File: src/inc/bwsc_pkg.sv
// Purpose: Shared constants and types for the bus wait-state configuration block
// Assumes: 21-bit byte address, 16-bit core data bus
// Notes: Register offsets are the core-bus byte addresses of the four registers
package bwsc_pkg;

  // Register addresses
  localparam logic [20:0] WMC_ADDR = 21'h00f900;
  localparam logic [20:0] IOZ_ADDR = 21'h00f902;
  localparam logic [20:0] FLZ_ADDR = 21'h00f904;
  localparam logic [20:0] BRZ_ADDR = 21'h00f906;

  // Reset values
  localparam logic [7:0] WMC_RESET = 8'h07;
  localparam logic [15:0] ZONE_RESET = 16'h069f;

  // Write-mode register fields
  localparam int WMC_EWR_BIT = 0;
  localparam logic [7:0] WMC_WRITE_MASK = 8'h07;

  // Zone register field positions
  localparam int ZF_WAIT_LSB = 0;
  localparam int ZF_HOLD_LSB = 3;
  localparam int ZF_BW_BIT = 7;
  localparam int ZF_POST_IDLE_ENABLE_BIT = 10;
  localparam int ZF_PRELIMINARY_IDLE_ENABLE_BIT = 11;
  localparam int ZF_FRE_BIT = 12;
  // Writable bits; the I/O zone has no fast-read or preliminary-idle bits
  localparam logic [15:0] IOZ_WRITE_MASK = 16'h049f;
  localparam logic [15:0] SZ_WRITE_MASK = 16'h1c9f;

  // Address ranges
  localparam logic [20:0] FLASH_LO_END = 21'h00bfff;
  localparam logic [20:0] FLASH_HI_BEG = 21'h01c000;
  localparam logic [20:0] FLASH_HI_END = 21'h01ffff;
  localparam logic [20:0] RAM_BEG = 21'h00c000;
  localparam logic [20:0] RAM_END = 21'h00cbff;
  localparam logic [20:0] EE_BEG = 21'h00f000;
  localparam logic [20:0] EE_END = 21'h00f27f;
  localparam logic [20:0] PER_A_BEG = 21'h00f800;
  localparam logic [20:0] PER_A_END = 21'h00faff;
  localparam logic [20:0] IOP_BEG = 21'h00fb00;
  localparam logic [20:0] IOP_END = 21'h00fb16;
  localparam logic [20:0] PER_B_BEG = 21'h00fc00;
  localparam logic [20:0] PER_B_END = 21'h00ffff;
  localparam logic [20:0] BOOT_BEG = 21'h00e000;
  localparam logic [20:0] BOOT_END = 21'h00e5ff;

  // Fixed timings
  localparam logic [3:0] PER_WAIT = 4'h1;

  // Zone identifiers, one-hot
  typedef enum logic [5:0] {
    BWSC_Z_NONE = 6'h01,
    BWSC_Z_FLASH = 6'h02,
    BWSC_Z_BOOT = 6'h04,
    BWSC_Z_IO = 6'h08,
    BWSC_Z_RAM = 6'h10,
    BWSC_Z_PER = 6'h20
  } bwsc_zone_e;

  // Cycle plan for one access
  typedef struct packed {
    logic [3:0] wait_n;
    logic [1:0] hold_n;
    logic pre_idle;
    logic post_idle;
    logic single;
  } bwsc_plan_s;

  // Core request
  typedef struct packed {
    logic [20:0] addr;
    logic write;
    logic [15:0] wdata;
  } bwsc_req_s;

endpackage : bwsc_pkg

File: src/rtl/bwsc_regs.sv
// Purpose: Four timing configuration registers on the core bus
// Assumes: Word writes with byte enables, one-cycle register access
// Notes: Read data is registered
module bwsc_regs (
  // Clock and reset
  input wire logic clk,
  input wire logic reset,
  // Register access
  input wire logic sel,
  input wire logic write,
  input wire logic [20:0] addr,
  input wire logic [15:0] wdata,
  input wire logic [1:0] byte_en,
  output logic [15:0] rdata_q,
  output logic hit,
  // Configuration out
  output logic [7:0] write_mode_config_q,
  output logic [15:0] io_zone_timing_config_q,
  output logic [15:0] flash_zone_timing_config_q,
  output logic [15:0] bootrom_zone_timing_config_q
);

  logic hit_wm, hit_io, hit_fl, hit_br;
  logic [15:0] be_mask;

  // Address decode
  always_comb begin
    hit_wm = 1'b0;
    hit_io = 1'b0;
    hit_fl = 1'b0;
    hit_br = 1'b0;
    if (addr[20:1] == bwsc_pkg::WMC_ADDR[20:1]) begin
      hit_wm = 1'b1;
    end else if (addr[20:1] == bwsc_pkg::IOZ_ADDR[20:1]) begin
      hit_io = 1'b1;
    end else if (addr[20:1] == bwsc_pkg::FLZ_ADDR[20:1]) begin
      hit_fl = 1'b1;
    end else if (addr[20:1] == bwsc_pkg::BRZ_ADDR[20:1]) begin
      hit_br = 1'b1;
    end
  end
  assign hit = hit_wm | hit_io | hit_fl | hit_br;
  assign be_mask = {{8{byte_en[1]}}, {8{byte_en[0]}}};

  // Write-mode register, byte wide; upper byte lane ignored
  always_ff @(posedge clk or posedge reset) begin
    if (reset) begin
      write_mode_config_q <= bwsc_pkg::WMC_RESET;
    end else if (sel && write && hit_wm && byte_en[0]) begin
      // Reserved bits held at zero whatever software writes
      write_mode_config_q <= wdata[7:0] & bwsc_pkg::WMC_WRITE_MASK;
    end
  end

  // Zone registers; bits software cannot set are cleared by any write to their byte lane
  always_ff @(posedge clk or posedge reset) begin
    if (reset) begin
      io_zone_timing_config_q <= bwsc_pkg::ZONE_RESET;
      flash_zone_timing_config_q <= bwsc_pkg::ZONE_RESET;
      bootrom_zone_timing_config_q <= bwsc_pkg::ZONE_RESET;
    end else if (sel && write) begin
      if (hit_io) begin
        io_zone_timing_config_q <= (io_zone_timing_config_q & ~be_mask)
          | (wdata & be_mask & bwsc_pkg::IOZ_WRITE_MASK);
      end
      if (hit_fl) begin
        flash_zone_timing_config_q <= (flash_zone_timing_config_q & ~be_mask)
          | (wdata & be_mask & bwsc_pkg::SZ_WRITE_MASK);
      end
      if (hit_br) begin
        bootrom_zone_timing_config_q <= (bootrom_zone_timing_config_q & ~be_mask)
          | (wdata & be_mask & bwsc_pkg::SZ_WRITE_MASK);
      end
    end
  end

  // Read data register; unmapped reads return zero
  always_ff @(posedge clk or posedge reset) begin
    if (reset) begin
      rdata_q <= 16'h0000;
    end else if (sel && !write) begin
      if (hit_wm) begin
        rdata_q <= {8'h00, write_mode_config_q};
      end else if (hit_io) begin
        rdata_q <= io_zone_timing_config_q;
      end else if (hit_fl) begin
        rdata_q <= flash_zone_timing_config_q;
      end else if (hit_br) begin
        rdata_q <= bootrom_zone_timing_config_q;
      end else begin
        rdata_q <= 16'h0000;
      end
    end
  end

endmodule // bwsc_regs

File: src/rtl/bwsc_plan.sv
// Purpose: Turn address, direction and settings into a cycle plan
// Assumes: Combinational, evaluated in the request cycle
// Notes: wait_n counts extra cycles after the address cycle
module bwsc_plan (
  // Request
  input wire logic [20:0] addr,
  input wire logic write,
  // Settings
  input wire logic [7:0] wmc,
  input wire logic [15:0] ioz,
  input wire logic [15:0] flz,
  input wire logic [15:0] brz,
  input wire logic eeprom_no_wait_select,
  // Result
  output bwsc_pkg::bwsc_zone_e zone,
  output bwsc_pkg::bwsc_plan_s plan
);

  logic early_write_select, fre0;
  // Zone 0 fast read masks wait and hold of both static zones
  logic mask_wh;
  logic [3:0] wfield;
  logic [15:0] zc;

  assign early_write_select = wmc[bwsc_pkg::WMC_EWR_BIT];
  assign fre0 = flz[bwsc_pkg::ZF_FRE_BIT];
  assign mask_wh = fre0 && (zone != bwsc_pkg::BWSC_Z_IO);

  // Zone decode
  always_comb begin
    zone = bwsc_pkg::BWSC_Z_NONE;
    if (addr <= bwsc_pkg::FLASH_LO_END || (addr >= bwsc_pkg::FLASH_HI_BEG
        && addr <= bwsc_pkg::FLASH_HI_END)) begin
      zone = bwsc_pkg::BWSC_Z_FLASH;
    end else if (addr >= bwsc_pkg::RAM_BEG && addr <= bwsc_pkg::RAM_END) begin
      zone = bwsc_pkg::BWSC_Z_RAM;
    end else if (addr >= bwsc_pkg::BOOT_BEG && addr <= bwsc_pkg::BOOT_END) begin
      zone = bwsc_pkg::BWSC_Z_BOOT;
    end else if (addr >= bwsc_pkg::IOP_BEG && addr <= bwsc_pkg::IOP_END) begin
      zone = bwsc_pkg::BWSC_Z_IO;
    end else if ((addr >= bwsc_pkg::PER_A_BEG && addr <= bwsc_pkg::PER_A_END)
        || (addr >= bwsc_pkg::PER_B_BEG && addr <= bwsc_pkg::PER_B_END)
        || (addr >= bwsc_pkg::EE_BEG && addr <= bwsc_pkg::EE_END)) begin
      zone = bwsc_pkg::BWSC_Z_PER;
    end
  end

  // Zone settings selection
  always_comb begin
    zc = 16'h0000;
    if (zone == bwsc_pkg::BWSC_Z_FLASH) begin
      zc = flz;
    end else if (zone == bwsc_pkg::BWSC_Z_BOOT) begin
      zc = brz;
    end else if (zone == bwsc_pkg::BWSC_Z_IO) begin
      zc = ioz;
    end
  end
  assign wfield = {1'b0, zc[bwsc_pkg::ZF_WAIT_LSB +: 3]};

  // Cycle plan
  always_comb begin
    plan = '0;
    if (zone == bwsc_pkg::BWSC_Z_RAM) begin
      plan.single = 1'b1;
    end else if (zone == bwsc_pkg::BWSC_Z_PER) begin
      if (addr >= bwsc_pkg::EE_BEG && addr <= bwsc_pkg::EE_END) begin
        plan.single = eeprom_no_wait_select;
        plan.wait_n = eeprom_no_wait_select ? 4'h0 : 4'h1;
      end else begin
        plan.wait_n = bwsc_pkg::PER_WAIT;
        plan.pre_idle = 1'b1;
      end
    end else if (zone == bwsc_pkg::BWSC_Z_NONE) begin
      plan.single = 1'b1;
    end else if (zc[bwsc_pkg::ZF_FRE_BIT] && zone != bwsc_pkg::BWSC_Z_IO) begin
      // Zone's own fast read: one-cycle reads, writes take one wait
      plan.single = !write;
      plan.wait_n = write ? 4'h1 : 4'h0;
      plan.pre_idle = zc[bwsc_pkg::ZF_PRELIMINARY_IDLE_ENABLE_BIT];
      plan.post_idle = zc[bwsc_pkg::ZF_POST_IDLE_ENABLE_BIT];
    end else begin
      // Normal read one extra wait; write one more in early mode
      plan.wait_n = (mask_wh ? 4'h0 : wfield) + 4'h1
        + ((write && early_write_select) ? 4'h1 : 4'h0);
      plan.hold_n = mask_wh ? 2'h0 : zc[bwsc_pkg::ZF_HOLD_LSB +: 2];
      plan.pre_idle = (zone != bwsc_pkg::BWSC_Z_IO) && zc[bwsc_pkg::ZF_PRELIMINARY_IDLE_ENABLE_BIT];
      plan.post_idle = zc[bwsc_pkg::ZF_POST_IDLE_ENABLE_BIT];
    end
  end

endmodule // bwsc_plan

File: src/rtl/bus_wait_state_config.sv
// Purpose: Core-bus wait, hold and idle cycle sequencer with its config registers
// Assumes: Single 10 MHz clock; CPU holds request until ready
// Notes: Memory responds combinationally to mem_sel within the data phase
module bus_wait_state_config (
  // Clock and reset
  input wire logic clk,
  input wire logic reset,
  // CPU request
  input wire logic req_valid,
  input wire bwsc_pkg::bwsc_req_s req,
  input wire logic [1:0] req_byte_en,
  output logic req_ready,
  output logic [15:0] rsp_rdata_q,
  // Module configuration input
  input wire logic eeprom_no_wait_select,
  // Memory side
  output logic mem_sel,
  output logic mem_write,
  output logic [20:0] mem_addr_q,
  output logic [15:0] mem_wdata_q,
  output logic mem_hold,
  input wire logic [15:0] mem_rdata,
  // Zone settings seen by memories
  output logic [1:0] zone_bus_width
);

  // State machine, one-hot
  typedef enum logic [5:0] {
    BWSC_S_IDLE = 6'h01,
    BWSC_S_PRE = 6'h02,
    BWSC_S_ADDR = 6'h04,
    BWSC_S_WAIT = 6'h08,
    BWSC_S_HOLD = 6'h10,
    BWSC_S_POST = 6'h20
  } bwsc_state_e;

  bwsc_state_e state_q, state_d;
  bwsc_pkg::bwsc_zone_e zone, last_zone_q, cur_zone_q;
  bwsc_pkg::bwsc_plan_s plan, plan_q;
  logic [7:0] write_mode_config_q;
  logic [15:0] io_zone_timing_config_q;
  logic [15:0] flash_zone_timing_config_q;
  logic [15:0] bootrom_zone_timing_config_q;
  logic reg_hit;
  logic [15:0] reg_rdata_q;
  logic [3:0] wait_cnt_q;
  logic [1:0] hold_cnt_q;
  logic is_reg_q;
  logic post_pend_q;
  logic accept;
  logic zone_change;
  logic finish;
  logic [15:0] rdata_mux;
  logic wr_q; // Direction of the latched access

  // Configuration registers
  bwsc_regs u_regs (
    .clk(clk),
    .reset(reset),
    .sel(accept),
    .write(req.write),
    .addr(req.addr),
    .wdata(req.wdata),
    .byte_en(req_byte_en),
    .rdata_q(reg_rdata_q),
    .hit(reg_hit),
    .write_mode_config_q(write_mode_config_q),
    .io_zone_timing_config_q(io_zone_timing_config_q),
    .flash_zone_timing_config_q(flash_zone_timing_config_q),
    .bootrom_zone_timing_config_q(bootrom_zone_timing_config_q)
  );

  // Per-access cycle planner
  bwsc_plan u_plan (
    .addr(req.addr),
    .write(req.write),
    .wmc(write_mode_config_q),
    .ioz(io_zone_timing_config_q),
    .flz(flash_zone_timing_config_q),
    .brz(bootrom_zone_timing_config_q),
    .eeprom_no_wait_select(eeprom_no_wait_select),
    .zone(zone),
    .plan(plan)
  );

  // Width bits reported for flash and boot zones; software keeps them at 16
  assign zone_bus_width = {bootrom_zone_timing_config_q[bwsc_pkg::ZF_BW_BIT],
    flash_zone_timing_config_q[bwsc_pkg::ZF_BW_BIT]};

  // Zone change against the last access
  assign zone_change = (zone != last_zone_q);

  // A request is taken only in the address cycle
  assign accept = (state_q == BWSC_S_ADDR);

  // Sequencer next state
  always_comb begin
    state_d = state_q;
    case (state_q)
      BWSC_S_IDLE: begin
        if (req_valid) begin
          if (plan.pre_idle && zone_change) begin
            state_d = BWSC_S_PRE;
          end else begin
            state_d = BWSC_S_ADDR;
          end
        end
      end
      BWSC_S_PRE: begin
        state_d = BWSC_S_ADDR;
      end
      BWSC_S_ADDR: begin
        // Waits come right after the address cycle
        if (plan_q.wait_n != 4'h0) begin
          state_d = BWSC_S_WAIT;
        end else if (plan_q.hold_n != 2'h0) begin
          state_d = BWSC_S_HOLD;
        end else begin
          state_d = BWSC_S_IDLE;
        end
      end
      BWSC_S_WAIT: begin
        if (wait_cnt_q == 4'h1) begin
          state_d = (plan_q.hold_n != 2'h0) ? BWSC_S_HOLD : BWSC_S_IDLE;
        end
      end
      BWSC_S_HOLD: begin
        if (hold_cnt_q == 2'h1) begin
          state_d = BWSC_S_IDLE;
        end
      end
      BWSC_S_POST: begin
        state_d = BWSC_S_ADDR;
      end
      default: begin
        state_d = BWSC_S_IDLE;
      end
    endcase
    // Post-idle: next access to a new zone waits one idle cycle
    if (state_q == BWSC_S_IDLE && req_valid && post_pend_q && zone_change) begin
      state_d = BWSC_S_POST;
    end
  end

  // State register
  always_ff @(posedge clk or posedge reset) begin
    if (reset) begin
      state_q <= BWSC_S_IDLE;
    end else begin
      state_q <= state_d;
    end
  end

  // Plan and zone are latched on leaving idle
  always_ff @(posedge clk or posedge reset) begin
    if (reset) begin
      plan_q <= '0;
      cur_zone_q <= bwsc_pkg::BWSC_Z_NONE;
      mem_addr_q <= 21'h000000;
      mem_wdata_q <= 16'h0000;
    end else if (state_q == BWSC_S_IDLE && req_valid) begin
      plan_q <= plan;
      cur_zone_q <= zone;
      mem_addr_q <= req.addr;
      mem_wdata_q <= req.wdata;
    end
  end

  // Remembers the zone of the previous access
  always_ff @(posedge clk or posedge reset) begin
    if (reset) begin
      last_zone_q <= bwsc_pkg::BWSC_Z_NONE;
      post_pend_q <= 1'b0;
    end else if (finish) begin
      last_zone_q <= cur_zone_q;
      post_pend_q <= plan_q.post_idle;
    end
  end

  // Wait counter, loaded at the end of the address cycle
  always_ff @(posedge clk or posedge reset) begin
    if (reset) begin
      wait_cnt_q <= 4'h0;
    end else if (state_q == BWSC_S_ADDR) begin
      wait_cnt_q <= plan_q.wait_n;
    end else if (state_q == BWSC_S_WAIT) begin
      wait_cnt_q <= wait_cnt_q - 4'h1;
    end
  end

  // Hold counter; holds sit at the end of the cycle
  always_ff @(posedge clk or posedge reset) begin
    if (reset) begin
      hold_cnt_q <= 2'h0;
    end else if (state_d == BWSC_S_HOLD && state_q != BWSC_S_HOLD) begin
      hold_cnt_q <= plan_q.hold_n;
    end else if (state_q == BWSC_S_HOLD) begin
      hold_cnt_q <= hold_cnt_q - 2'h1;
    end
  end

  // Is the current access to a configuration register
  always_ff @(posedge clk or posedge reset) begin
    if (reset) begin
      is_reg_q <= 1'b0;
    end else if (state_q == BWSC_S_IDLE && req_valid) begin
      is_reg_q <= reg_hit;
    end
  end

  // Access ends when the sequencer returns to idle
  assign finish = (state_q != BWSC_S_IDLE) && (state_d == BWSC_S_IDLE);
  assign req_ready = finish;

  // Memory strobes: select through address, waits and holds
  assign mem_sel = (state_q == BWSC_S_ADDR) || (state_q == BWSC_S_WAIT)
    || (state_q == BWSC_S_HOLD);
  assign mem_write = mem_sel && plan_is_write();
  assign mem_hold = (state_q == BWSC_S_HOLD);

  // Direction of the latched access
  function automatic logic plan_is_write();
    return wr_q;
  endfunction

  // Direction register
  always_ff @(posedge clk or posedge reset) begin
    if (reset) begin
      wr_q <= 1'b0;
    end else if (state_q == BWSC_S_IDLE && req_valid) begin
      wr_q <= req.write;
    end
  end

  // Read data source; registers answer a cycle later so use their flop
  assign rdata_mux = is_reg_q ? reg_rdata_q : mem_rdata;

  // Read data captured for the CPU at the end of each read
  always_ff @(posedge clk or posedge reset) begin
    if (reset) begin
      rsp_rdata_q <= 16'h0000;
    end else if (state_q != BWSC_S_IDLE && !wr_q && !is_reg_q && mem_sel) begin
      rsp_rdata_q <= rdata_mux;
    end else if (is_reg_q && state_q == BWSC_S_WAIT) begin
      rsp_rdata_q <= rdata_mux;
    end
  end

endmodule // bus_wait_state_config

File: config.mk
export PLATFORM = sky130hd
export DESIGN_NAME = bus_wait_state_config
export DESIGN_NICKNAME = d
export VERILOG_FILES = /design/src/inc/bwsc_pkg.sv /design/src/rtl/bwsc_regs.sv /design/src/rtl/bwsc_plan.sv /design/src/rtl/bus_wait_state_config.sv
export SDC_FILE = /design/constraint.sdc
export NUM_CORES = 1
export LEC_CHECK = 0
export BUFFER_PORTS_ARGS = -buffer_cell sky130_fd_sc_hd__buf_2
export CAP_MARGIN = 20
export CORE_MARGIN = 2
export CORE_UTILIZATION = 35
export CTS_CLUSTER_SIZE = 20
export DETAILED_ROUTE_END_ITERATION = 12
export PLACE_DENSITY_LB_ADDON = 0.05
export SYNTH_ARGS = -nofsm -noshare
export SYNTH_HDL_FRONTEND = slang
export SYNTH_SLANG_ARGS = --single-unit
File: constraint.sdc
create_clock -name clk -period 4.6 [get_ports clk]
set_input_delay 0.23 -clock clk [delete_from_list [all_inputs] [get_ports clk]]
set_output_delay 0.23 -clock clk [all_outputs]
set_load 0.1 [all_outputs]
# == After elaboration in Yosys (flattened, before gate mapping) ==
# Cells that the tools add are included.
# word_totals
register_bits,154
in_bits,60
out_inout_bits,59
elab_cells,169
# classes
n_addsub,4
n_lt_le_gt_ge,15
eq_ne,24
mux,53
n_bitwise,11
reduce_logical,43
# ops
cell,count
$le 21x16->1 const B,7
$ge 21x16->1 const B,6
$mux 16,7
$eq 20x15->1 const B,4
$mux 6,9
$and 16x16->16,3
$mux 13,3
$or 16x13->16,2
$pmux 6 s5,1
$logic_and 1x1->1,26
$ge 21x17->1 const B,1
$le 21x17->1 const B,1
$mux 4,5
$eq 6x1->1 const B,3
$eq 6x5->1 const B,3
$mux 1,16
$mux 8,2
$not 16->16,1
$or 16x11->16,1
$and 13x13->13,1
$eq 6x2->1 const B,2
$eq 6x3->1 const B,2
$eq 6x4->1 const B,2
$eq 6x6->1 const B,2
20 further kinds,40

# == Logic depth before layout (Yosys ltp) ==
# Gate-level depths: netlist of run 1.
# depth
word_depth,28
mapped_depth,12

# == Modules after synthesis ==
# From an unflattened synthesis of run 1, not the netlist that was laid out.
# unflattened
hier_cells,692
hier_area_um2,7513.5
# modules_own_cells
mod,n_inst,cells_each,area_each_um2
bus_wait_state_config,1,398,3932.5
bwsc_regs,1,216,2979.1
bwsc_plan,1,78,601.8

# == Worst setup path after synthesis of run 1 ==
# No wires, ideal clock.
# synth_path
path_type,register to register
from,reg state_q[3]
to,reg last_zone_q[1]
setup_time_ps,127
t_arrival_ps,3869
t_required_ps,4473
slack_ps,604
path_stages_with_launch,6
n_path_buf,0
synth_period_minus_slack_ps,3996
cell_sequence,dfrtp_1 xor2_1 o211a_1 or2_2 a21oi_1 mux2_2
# synth_via
elab_chain_len,7
elab_cells_between_ends,18
# synth_rtl
item,line,rtl
start: declaration,bus_wait_state_config.sv:37,"bwsc_state_e state_q, state_d;"
start signal: assignment,bus_wait_state_config.sv:150,state_q <= state_d;
branches (longest 6 deep; another with $eq 6x6->1),--,
$logic_and 1x1->1 (*),bus_wait_state_config.sv:212,assign finish = (state_q != BWSC_S_IDLE) && (state_d == BWSC_S_IDLE);
named net req_ready,bus_wait_state_config.sv:12,"output logic req_ready,"
end signal: assignment,bus_wait_state_config.sv:172,last_zone_q <= bwsc_pkg::BWSC_Z_NONE;
end signal: assignment,bus_wait_state_config.sv:175,last_zone_q <= cur_zone_q;
end: declaration,bus_wait_state_config.sv:38,"bwsc_pkg::bwsc_zone_e zone, last_zone_q, cur_zone_q;"
# Mark *: on every way through the listed nets, which the timed path passes.
# A chain may end at the register's enable or synchronous reset.

# == Final worst setup path of run 1 ==
# layout_path
from,reg state_q[1]
to,out req_ready
# layout_via
elab_chain_len,7
elab_cells_between_ends,18
# layout_rtl
item,line
branches (longest 6 deep; another with $eq 6x6->1),--
$logic_and 1x1->1 (*),bus_wait_state_config.sv:212
end: declaration,bus_wait_state_config.sv:12
# Mark *: on every way between the ends.

==> out/metrics.cfg, run 1 <==
[power_and_ir_drop]
peakVddDrop_mv = 0.514
p_clk_share_pct = 26.1
net-switching-power_uw = 2930
combPwrFrac_pct = 44.3
pwr-share-seq_pct = 29.6
swShare_pct = 49.3
p_per_area_mw_per_mm2 = 674
p_leak_uw = 0.00403
p_int_uw = 3020

[final_layout]
area_delta_synth_final_pct = 21.7
antenna_cells = 0
drive_above_1_share_pct = 36.6
nFillCells = 1976
mostFrequentLayoutCell = dfrtp_1
layout_common_cells = 124 x dfrtp_1, 118 x buf_2, 93 x nand2_1, 74 x mux2_2, 35 x nor2_1
fin_nets = 836

[detailed_routing]
drtAntennaViolNets = 0
drc = 0
drt_wl_total_mm = 19.0
firstDrtPassIters = 4
routed-via-count = 5325
wire_per_inst_um = 18.0
first_iter_violations = 294
via_per_inst = 5.05

[floorplanning]
die_h_um = 148
row_count = 52
start_util_pct = 35.7
die_x_um = 148
core-area_mm2 = 0.0203
dieArea_mm2 = 0.0219
io_pins = 119

[place]
io_buffers = 118
dp_slack_ps = 1510
dp_hpwl_mm = 13.5
place.gp.congestion = 0.810

[run_status]
status = finished clean

[min_path]
hold_depth = 2
hold_end = mem_addr_q[5]
min-delay-path-class = input pin to flip-flop
hp-start = req[22]

[sta]
fmax_ghz = 0.287
fin_crit_ps = 3480
final_max_slew_viol_count = 0
rsz0062_at_grt = false
setup_tns_ps = 0
max-slew-margin-rel_pct = 31.8
hold_violations = 0
clock_skew_ps = 8.21
period_share_pct = 75.7
fin_ws_ps = 1120
tightestPinTransition_ps = 1020
setup_violations = 0

[clocking]
post_cts_buffers = 0
path_clk_slew_ps = 70
insertion_delay_ps = 420
cts_tree = yes
clockBufferDepth = 2
cts_inserted_buffers = 17
cts_root_buffer = clkbuf_16
clock-sinks = 154
cts_max_level = 4

[synth]
synth_cell_types = 65
synth-seq-area-share_pct = 53.6
avgSynthCellArea_um2 = 11.1
ys_ff_latch = 154
syn-cell-area_mm2 = 0.00725
synthesis.nets = 718
synth_cells = 653
synthArstFlopShare_pct = 100
synth-edff-count = 0
yosysWarningCount = 0
ys.flop_type = dfrtp_1

[global_routing]
grt_pass1_vias = 5546
grt_overflow_total = 0
grt_pass1_wl_mm = 31.2
grt_max_degree = 63
grt_usage_pct = 18.3
antenna_found_initial = 0

[worst_setup_path]
crit_type = flip-flop to output pin
arrival_ps = 3250
start_kind = flip-flop
rrSetupSlack_ps = 1810
critPathCaptureType = output pin
crit_fanout = 11
rr_startpoint = state_q[1]
timing.rr.end = last_zone_q[2]
ff2ff_path_depth = 6
required_ps = 4370

[run]
drv_cap = 0

==> worst max-delay path by stage <==
stage                     slack, ps         to  startpoint  cells past startpoint
after floorplan                 270  async pin       reset                      1
after global placement         1650  req_ready  state_q[1]                      6
after detailed placement       1510  req_ready  state_q[1]                      6
after CTS                      1050  req_ready  state_q[1]                      6
after global routing            850  req_ready  state_q[1]                      6
final                          1120  req_ready  state_q[1]                      6
==> kinds of logic (layout without fill, tap and decap cells) <==
family          after synthesis  after routing  share of synthesized area [%]
simple gates                232            232                           16.4
xor+xnor                      5              5                          0.604
buf+inv                      46            177                           2.64
flops                       154            154                           53.6
compound gates              116            116                           11.0
fa+ha+maj                     5              5                          0.863
mux                          95             95                           14.9
==> layer usage <==
layer  vias to the layer above  share of wire, %  GRT usage, %
met2                       145                42          26.3
li1                       2554                 -             -
met1                      2607                51          27.1
met3                        19               5.4          4.41
met5                         -                 0             0
met4                         0               1.7          6.10
==> power groups by stage <==
stage,logic (uW),registers [uW],clock network [uW]
2_1_floorplan,591,3390,0
3_3_place_gp,2630,1770,0
3_5_place_dp,2650,1780,0
4_1_cts,2660,1760,1590
5_1_grt,2760,1800,1660
6_report,2640,1760,1550
==> through the flow <==
stage               instances  hold slack (ps)  utilization (%)  power (uW)  area, um2
finish                   1054             44.8             43.5        5950       8830
floorplan                 653              335                -        3980       7250
global route             1054             37.2             43.5        6210       8830
CTS                      1053             23.9             43.5        6010       8820
detailed placement       1013              344             39.8        4430       8090
global placement         1013              335             39.8        4400       8090
==> Yosys cell counts, types with 3 or more instances <==
| master | instances | area share, % |
|---|---|---|
| a22o_1 | 5 | 0.60 |
| and2_1 | 10 | 0.86 |
| buf_1 | 3 | 0.16 |
| nand3b_1 | 3 | 0.31 |
| nand2_1 | 94 | 4.9 |
| a22oi_1 | 17 | 1.8 |
| clkbuf_1 | 25 | 1.3 |
| and4_1 | 4 | 0.48 |
| a31oi_1 | 3 | 0.26 |
| nand2b_1 | 3 | 0.26 |
| or3_1 | 5 | 0.43 |
| inv_1 | 12 | 0.62 |
| mux2_2 | 74 | 11 |
| dfrtp_1 | 124 | 43 |
| o21ai_0 | 31 | 2.1 |
| xor2_1 | 3 | 0.36 |
| o31ai_1 | 5 | 0.52 |
| nor2_2 | 5 | 0.43 |
| ha_1 | 5 | 0.86 |
| nand3_1 | 10 | 0.69 |
| a21oi_1 | 28 | 1.9 |
| nor3_1 | 7 | 0.48 |
| nor3b_1 | 3 | 0.31 |
| mux2i_1 | 18 | 2.5 |
| mux4_2 | 3 | 0.93 |
| nor4_1 | 5 | 0.43 |
| nand4_1 | 3 | 0.26 |
| nor4_2 | 3 | 0.52 |
| nor2b_1 | 26 | 2.2 |
| or2_2 | 3 | 0.26 |
| nor2_1 | 35 | 1.8 |
| dfstp_2 | 30 | 11 |
| buf_2 | 3 | 0.21 |
==> critical path: stages, from the launching register on <==
cell	delay, ps
dfrtp_1	410
nor4_1	430
nand3b_1	380
o22ai_1	280
a21oi_1	110
a21oi_1	660
buf_2	560
==> area by class of cell <==
| class | count | area [um2] | area share [%] |
|---|---|---|---|
| multi-input combinational | 453 | 3170 | 35.9 |
| tap | 270 | 338 | 3.83 |
| sequential | 154 | 3890 | 44.1 |
| inverter | 12 | 50.0 | 0.567 |
| timing repair buffer | 133 | 723 | 8.19 |
| clock inverter | 11 | 184 | 2.08 |
| clock buffer | 21 | 470 | 5.33 |
==> timing repair <==
| item | CTS | global route |
|---|---|---|
| hold buffers | 8 | 0 |
| hold endpoints to repair | 52 | 0 |
| gates resized for setup | 0 | 0 |
No activity file was read; power rests on OpenSTA's default activity.
==> run 2: changes to the inputs <==
Settings changed: ABC_AREA from default to 1.
Clock period 4.6 ns to 3.5 ns, I/O delays scaled along.
==> out/metrics.cfg, run 2 <==
[synth]
avgSynthCellArea_um2 = 8.41  ; -24%
synth-edff-count = 0  ; unchanged
synth_top_area_share_pct = 41.7  ; -1.1 points
yosysWarningCount = 0  ; unchanged
yosys.area.top_type = dfrtp_1
yosys.area_share.simple_pct = 26.0  ; +9.7 points
synthesis.nets = 950  ; +32%
synth_top_family_by_area = simple AND/OR/NAND/NOR gates
synth_cell_types = 50  ; -23%
syn-cell-area_mm2 = 0.00744  ; +2.6%
synthArstFlopShare_pct = 100  ; unchanged
synthAdderAreaFrac_pct = 0.840  ; -0.022 points
synth_common_cells = 244 x nand2_1, 124 x dfrtp_1, 106 x inv_1
synth_cells = 885  ; +36%
synth_area_leaders = dfrtp_1 42%, nand2_1 12%, dfstp_2 11%, inv_1 5.3%, o21ai_0 5.3%
yosysMostFrequentCell = nand2_1
ys.flop_type = dfrtp_1
synth_mux_area_share_pct = 0.134  ; -15 points
ys_ff_latch = 154  ; unchanged
synth-seq-area-share_pct = 52.3  ; -1.4 points
synth-compound-area-share_pct = 12.7  ; +1.7 points
synthXorXnorAreaFrac_pct = 0.353  ; -0.25 points

[sta]
setup_violations = 0  ; unchanged
whs_ps = -10.1  ; -55.0 ps
setup_tns_ps = 0  ; unchanged
fin_crit_ps = 2750
fin_ws_ps = 753  ; -364 ps
clock_skew_ps = 14.1  ; +5.90 ps
hold_violations = 2  ; +2
period_share_pct = 78.5
tightestPinTransition_ps = 929  ; -94.1 ps
max-slew-margin-rel_pct = 37.6  ; +5.8 points
final_max_slew_viol_count = 0  ; unchanged
rsz0062_at_grt = false
fmax_ghz = 0.364

[detailed_routing]
via_per_inst = 4.68  ; -7.4%
drt_wl_total_mm = 19.9  ; +4.4%
drc = 0  ; unchanged
wire_per_inst_um = 15.1  ; -17%
first_iter_violations = 377  ; +28%
routed-via-count = 6174  ; +16%
firstDrtPassIters = 5  ; +1
drtAntennaViolNets = 0  ; unchanged

[clocking]
cts_tree = yes
holdBufCountCts = 28  ; +20
clockBufferDepth = 2  ; unchanged
ctsResizeCount = 0  ; unchanged
clock-sinks = 154  ; unchanged
insertion_delay_ps = 440  ; +20 ps
path_clk_slew_ps = 70  ; about the same
cts_max_level = 4  ; unchanged
cts_inserted_buffers = 17  ; unchanged
cts_root_buffer = clkbuf_16
post_cts_buffers = 0  ; unchanged

[worst_setup_path]
required_ps = 3320  ; -1050 ps
critPathCaptureType = output pin
start_kind = flip-flop
crit_type = flip-flop to output pin
arrival_ps = 2570  ; -680 ps
crit_fanout = 10  ; -1

[place]
dp_hpwl_mm = 14.2  ; +5.9%
dp_slack_ps = 1190  ; -320 ps
io_buffers = 118  ; unchanged
placed_cell_area_mm2 = 0.00833  ; +3.0%
place.gp.congestion = 0.803  ; -0.79%

[floorplanning]
die_x_um = 150  ; +1.3%
start_util_pct = 35.5  ; -0.21 points
io_pins = 119  ; unchanged
row_count = 53  ; +1.9%
die_h_um = 150  ; +1.3%
dieArea_mm2 = 0.0224  ; +2.6%
core-area_mm2 = 0.0210  ; +3.2%

[final_layout]
antenna_cells = 0  ; unchanged
area_delta_synth_final_pct = 23.9
mostFrequentLayoutCell = nand2_1
layout_common_cells = 244 x nand2_1, 124 x dfrtp_1, 118 x buf_2, 105 x inv_1, 79 x o21ai_0
drive_above_1_share_pct = 23.7  ; -13 points
finalInstanceArea_mm2 = 0.00922  ; +4.5%
fin_nets = 1097  ; +31%
final_util_pct = 44.0  ; +0.52 points

[global_routing]
grt_usage_pct = 18.6  ; +0.32 points
grt_max_degree = 155  ; +150%
grt_pass1_vias = 6022  ; +8.6%
grt_overflow_total = 0  ; unchanged
antenna_found_initial = 0  ; unchanged
grt_pass1_wl_mm = 32.4  ; +3.9%

[power_and_ir_drop]
p_leak_uw = 0.00459  ; +14%
p_per_area_mw_per_mm2 = 883  ; +31%
peakVddDrop_mv = 0.535  ; +3.9%

[run_status]
violations = negative hold slack
status = finished, violations left

[run]
drv_cap = 0  ; unchanged

[min_path]
min-delay-path-class = input pin to async pin

## run 2: changes by cell type after synthesis, moves of 10 or more
cell and change:
nand2_1 +150, inv_1 +94, mux2_2 -74, o21ai_0 +48
nor2_1 +42, nor2b_1 -26, nand3_1 +21, mux2i_1 -17
a22oi_1 -16, a31oi_1 +14, a21oi_1 -11, and2_1 -10
clkbuf_1 -10, o22ai_1 +10
## run 2: through the flow
step	total power, uW	instances
global route	8600	1320
detailed placement	6250	1260
global placement	6240	1260
floorplan	5560	885
finish	8150	1320
CTS	8240	1320
## run 2: worst paths after layout
kind	from	endpoint	slack (ps)	cells past startpoint
max	state_q[0]	req_ready	750	10
min	reset	rsp_rdata_q[11]	-10	3
max reg2reg	state_q[5]	flip-flop	1150	7
min reg2reg	u_regs.io_zone_timing_config_q[9]	u_regs.io_zone_timing_config_q[9]	440	2
max in group asynchronous	reset	mem_addr_q[0]	2890	3
min in group clk	mem_rdata[4]	rsp_rdata_q[4]	10	3
## run 2: critical path, cell delays in order, from the launching register on
cell       delay (ps)
dfstp_2           540
nor2_1             70
and3_4            200
inv_4              90
nand2_2            80
nor2_2            200
nand3_2           120
o2111ai_2         120
nand2_2           140
inv_4             140
buf_2             440
## run 2: power by group
| part | internal, uW | leakage (uW) | switching, uW |
|---|---|---|---|
| registers | 2190 | 0.00181 | 244 |
| logic | 634 | 0.00250 | 3140 |
| clock network | 1150 | 0.000290 | 783 |
## run 2: kinds of logic (layout without fill, tap and decap cells)
kind of cell,Yosys count,after routing
AND/OR/NAND/NOR,416,416
buffers and inverters,146,306
flip-flops,154,154
AO/OA/AOI/OAI,160,160
multiplexers,1,1
adder cells (fa/ha/maj),5,5
XOR/XNOR,3,3
## run 2: layout make-up
class | count | area, um2
tap | 275 | 344
clock buffer | 20 | 447
fill | 2167 | 11700
clock inverter | 12 | 164
sequential | 154 | 3890
timing repair buffer | 152 | 928
inverter | 122 | 469
multi-input combinational | 585 | 2980
## run 2: routing by layer
metal  share of wire, %  vias up  track usage (%)
met5                  0        -                0
met4                2.0        0             6.46
met3                5.1       31             4.45
met2                 42      136             26.3
met1                 51     2841             27.7
li1                   -     3166                -
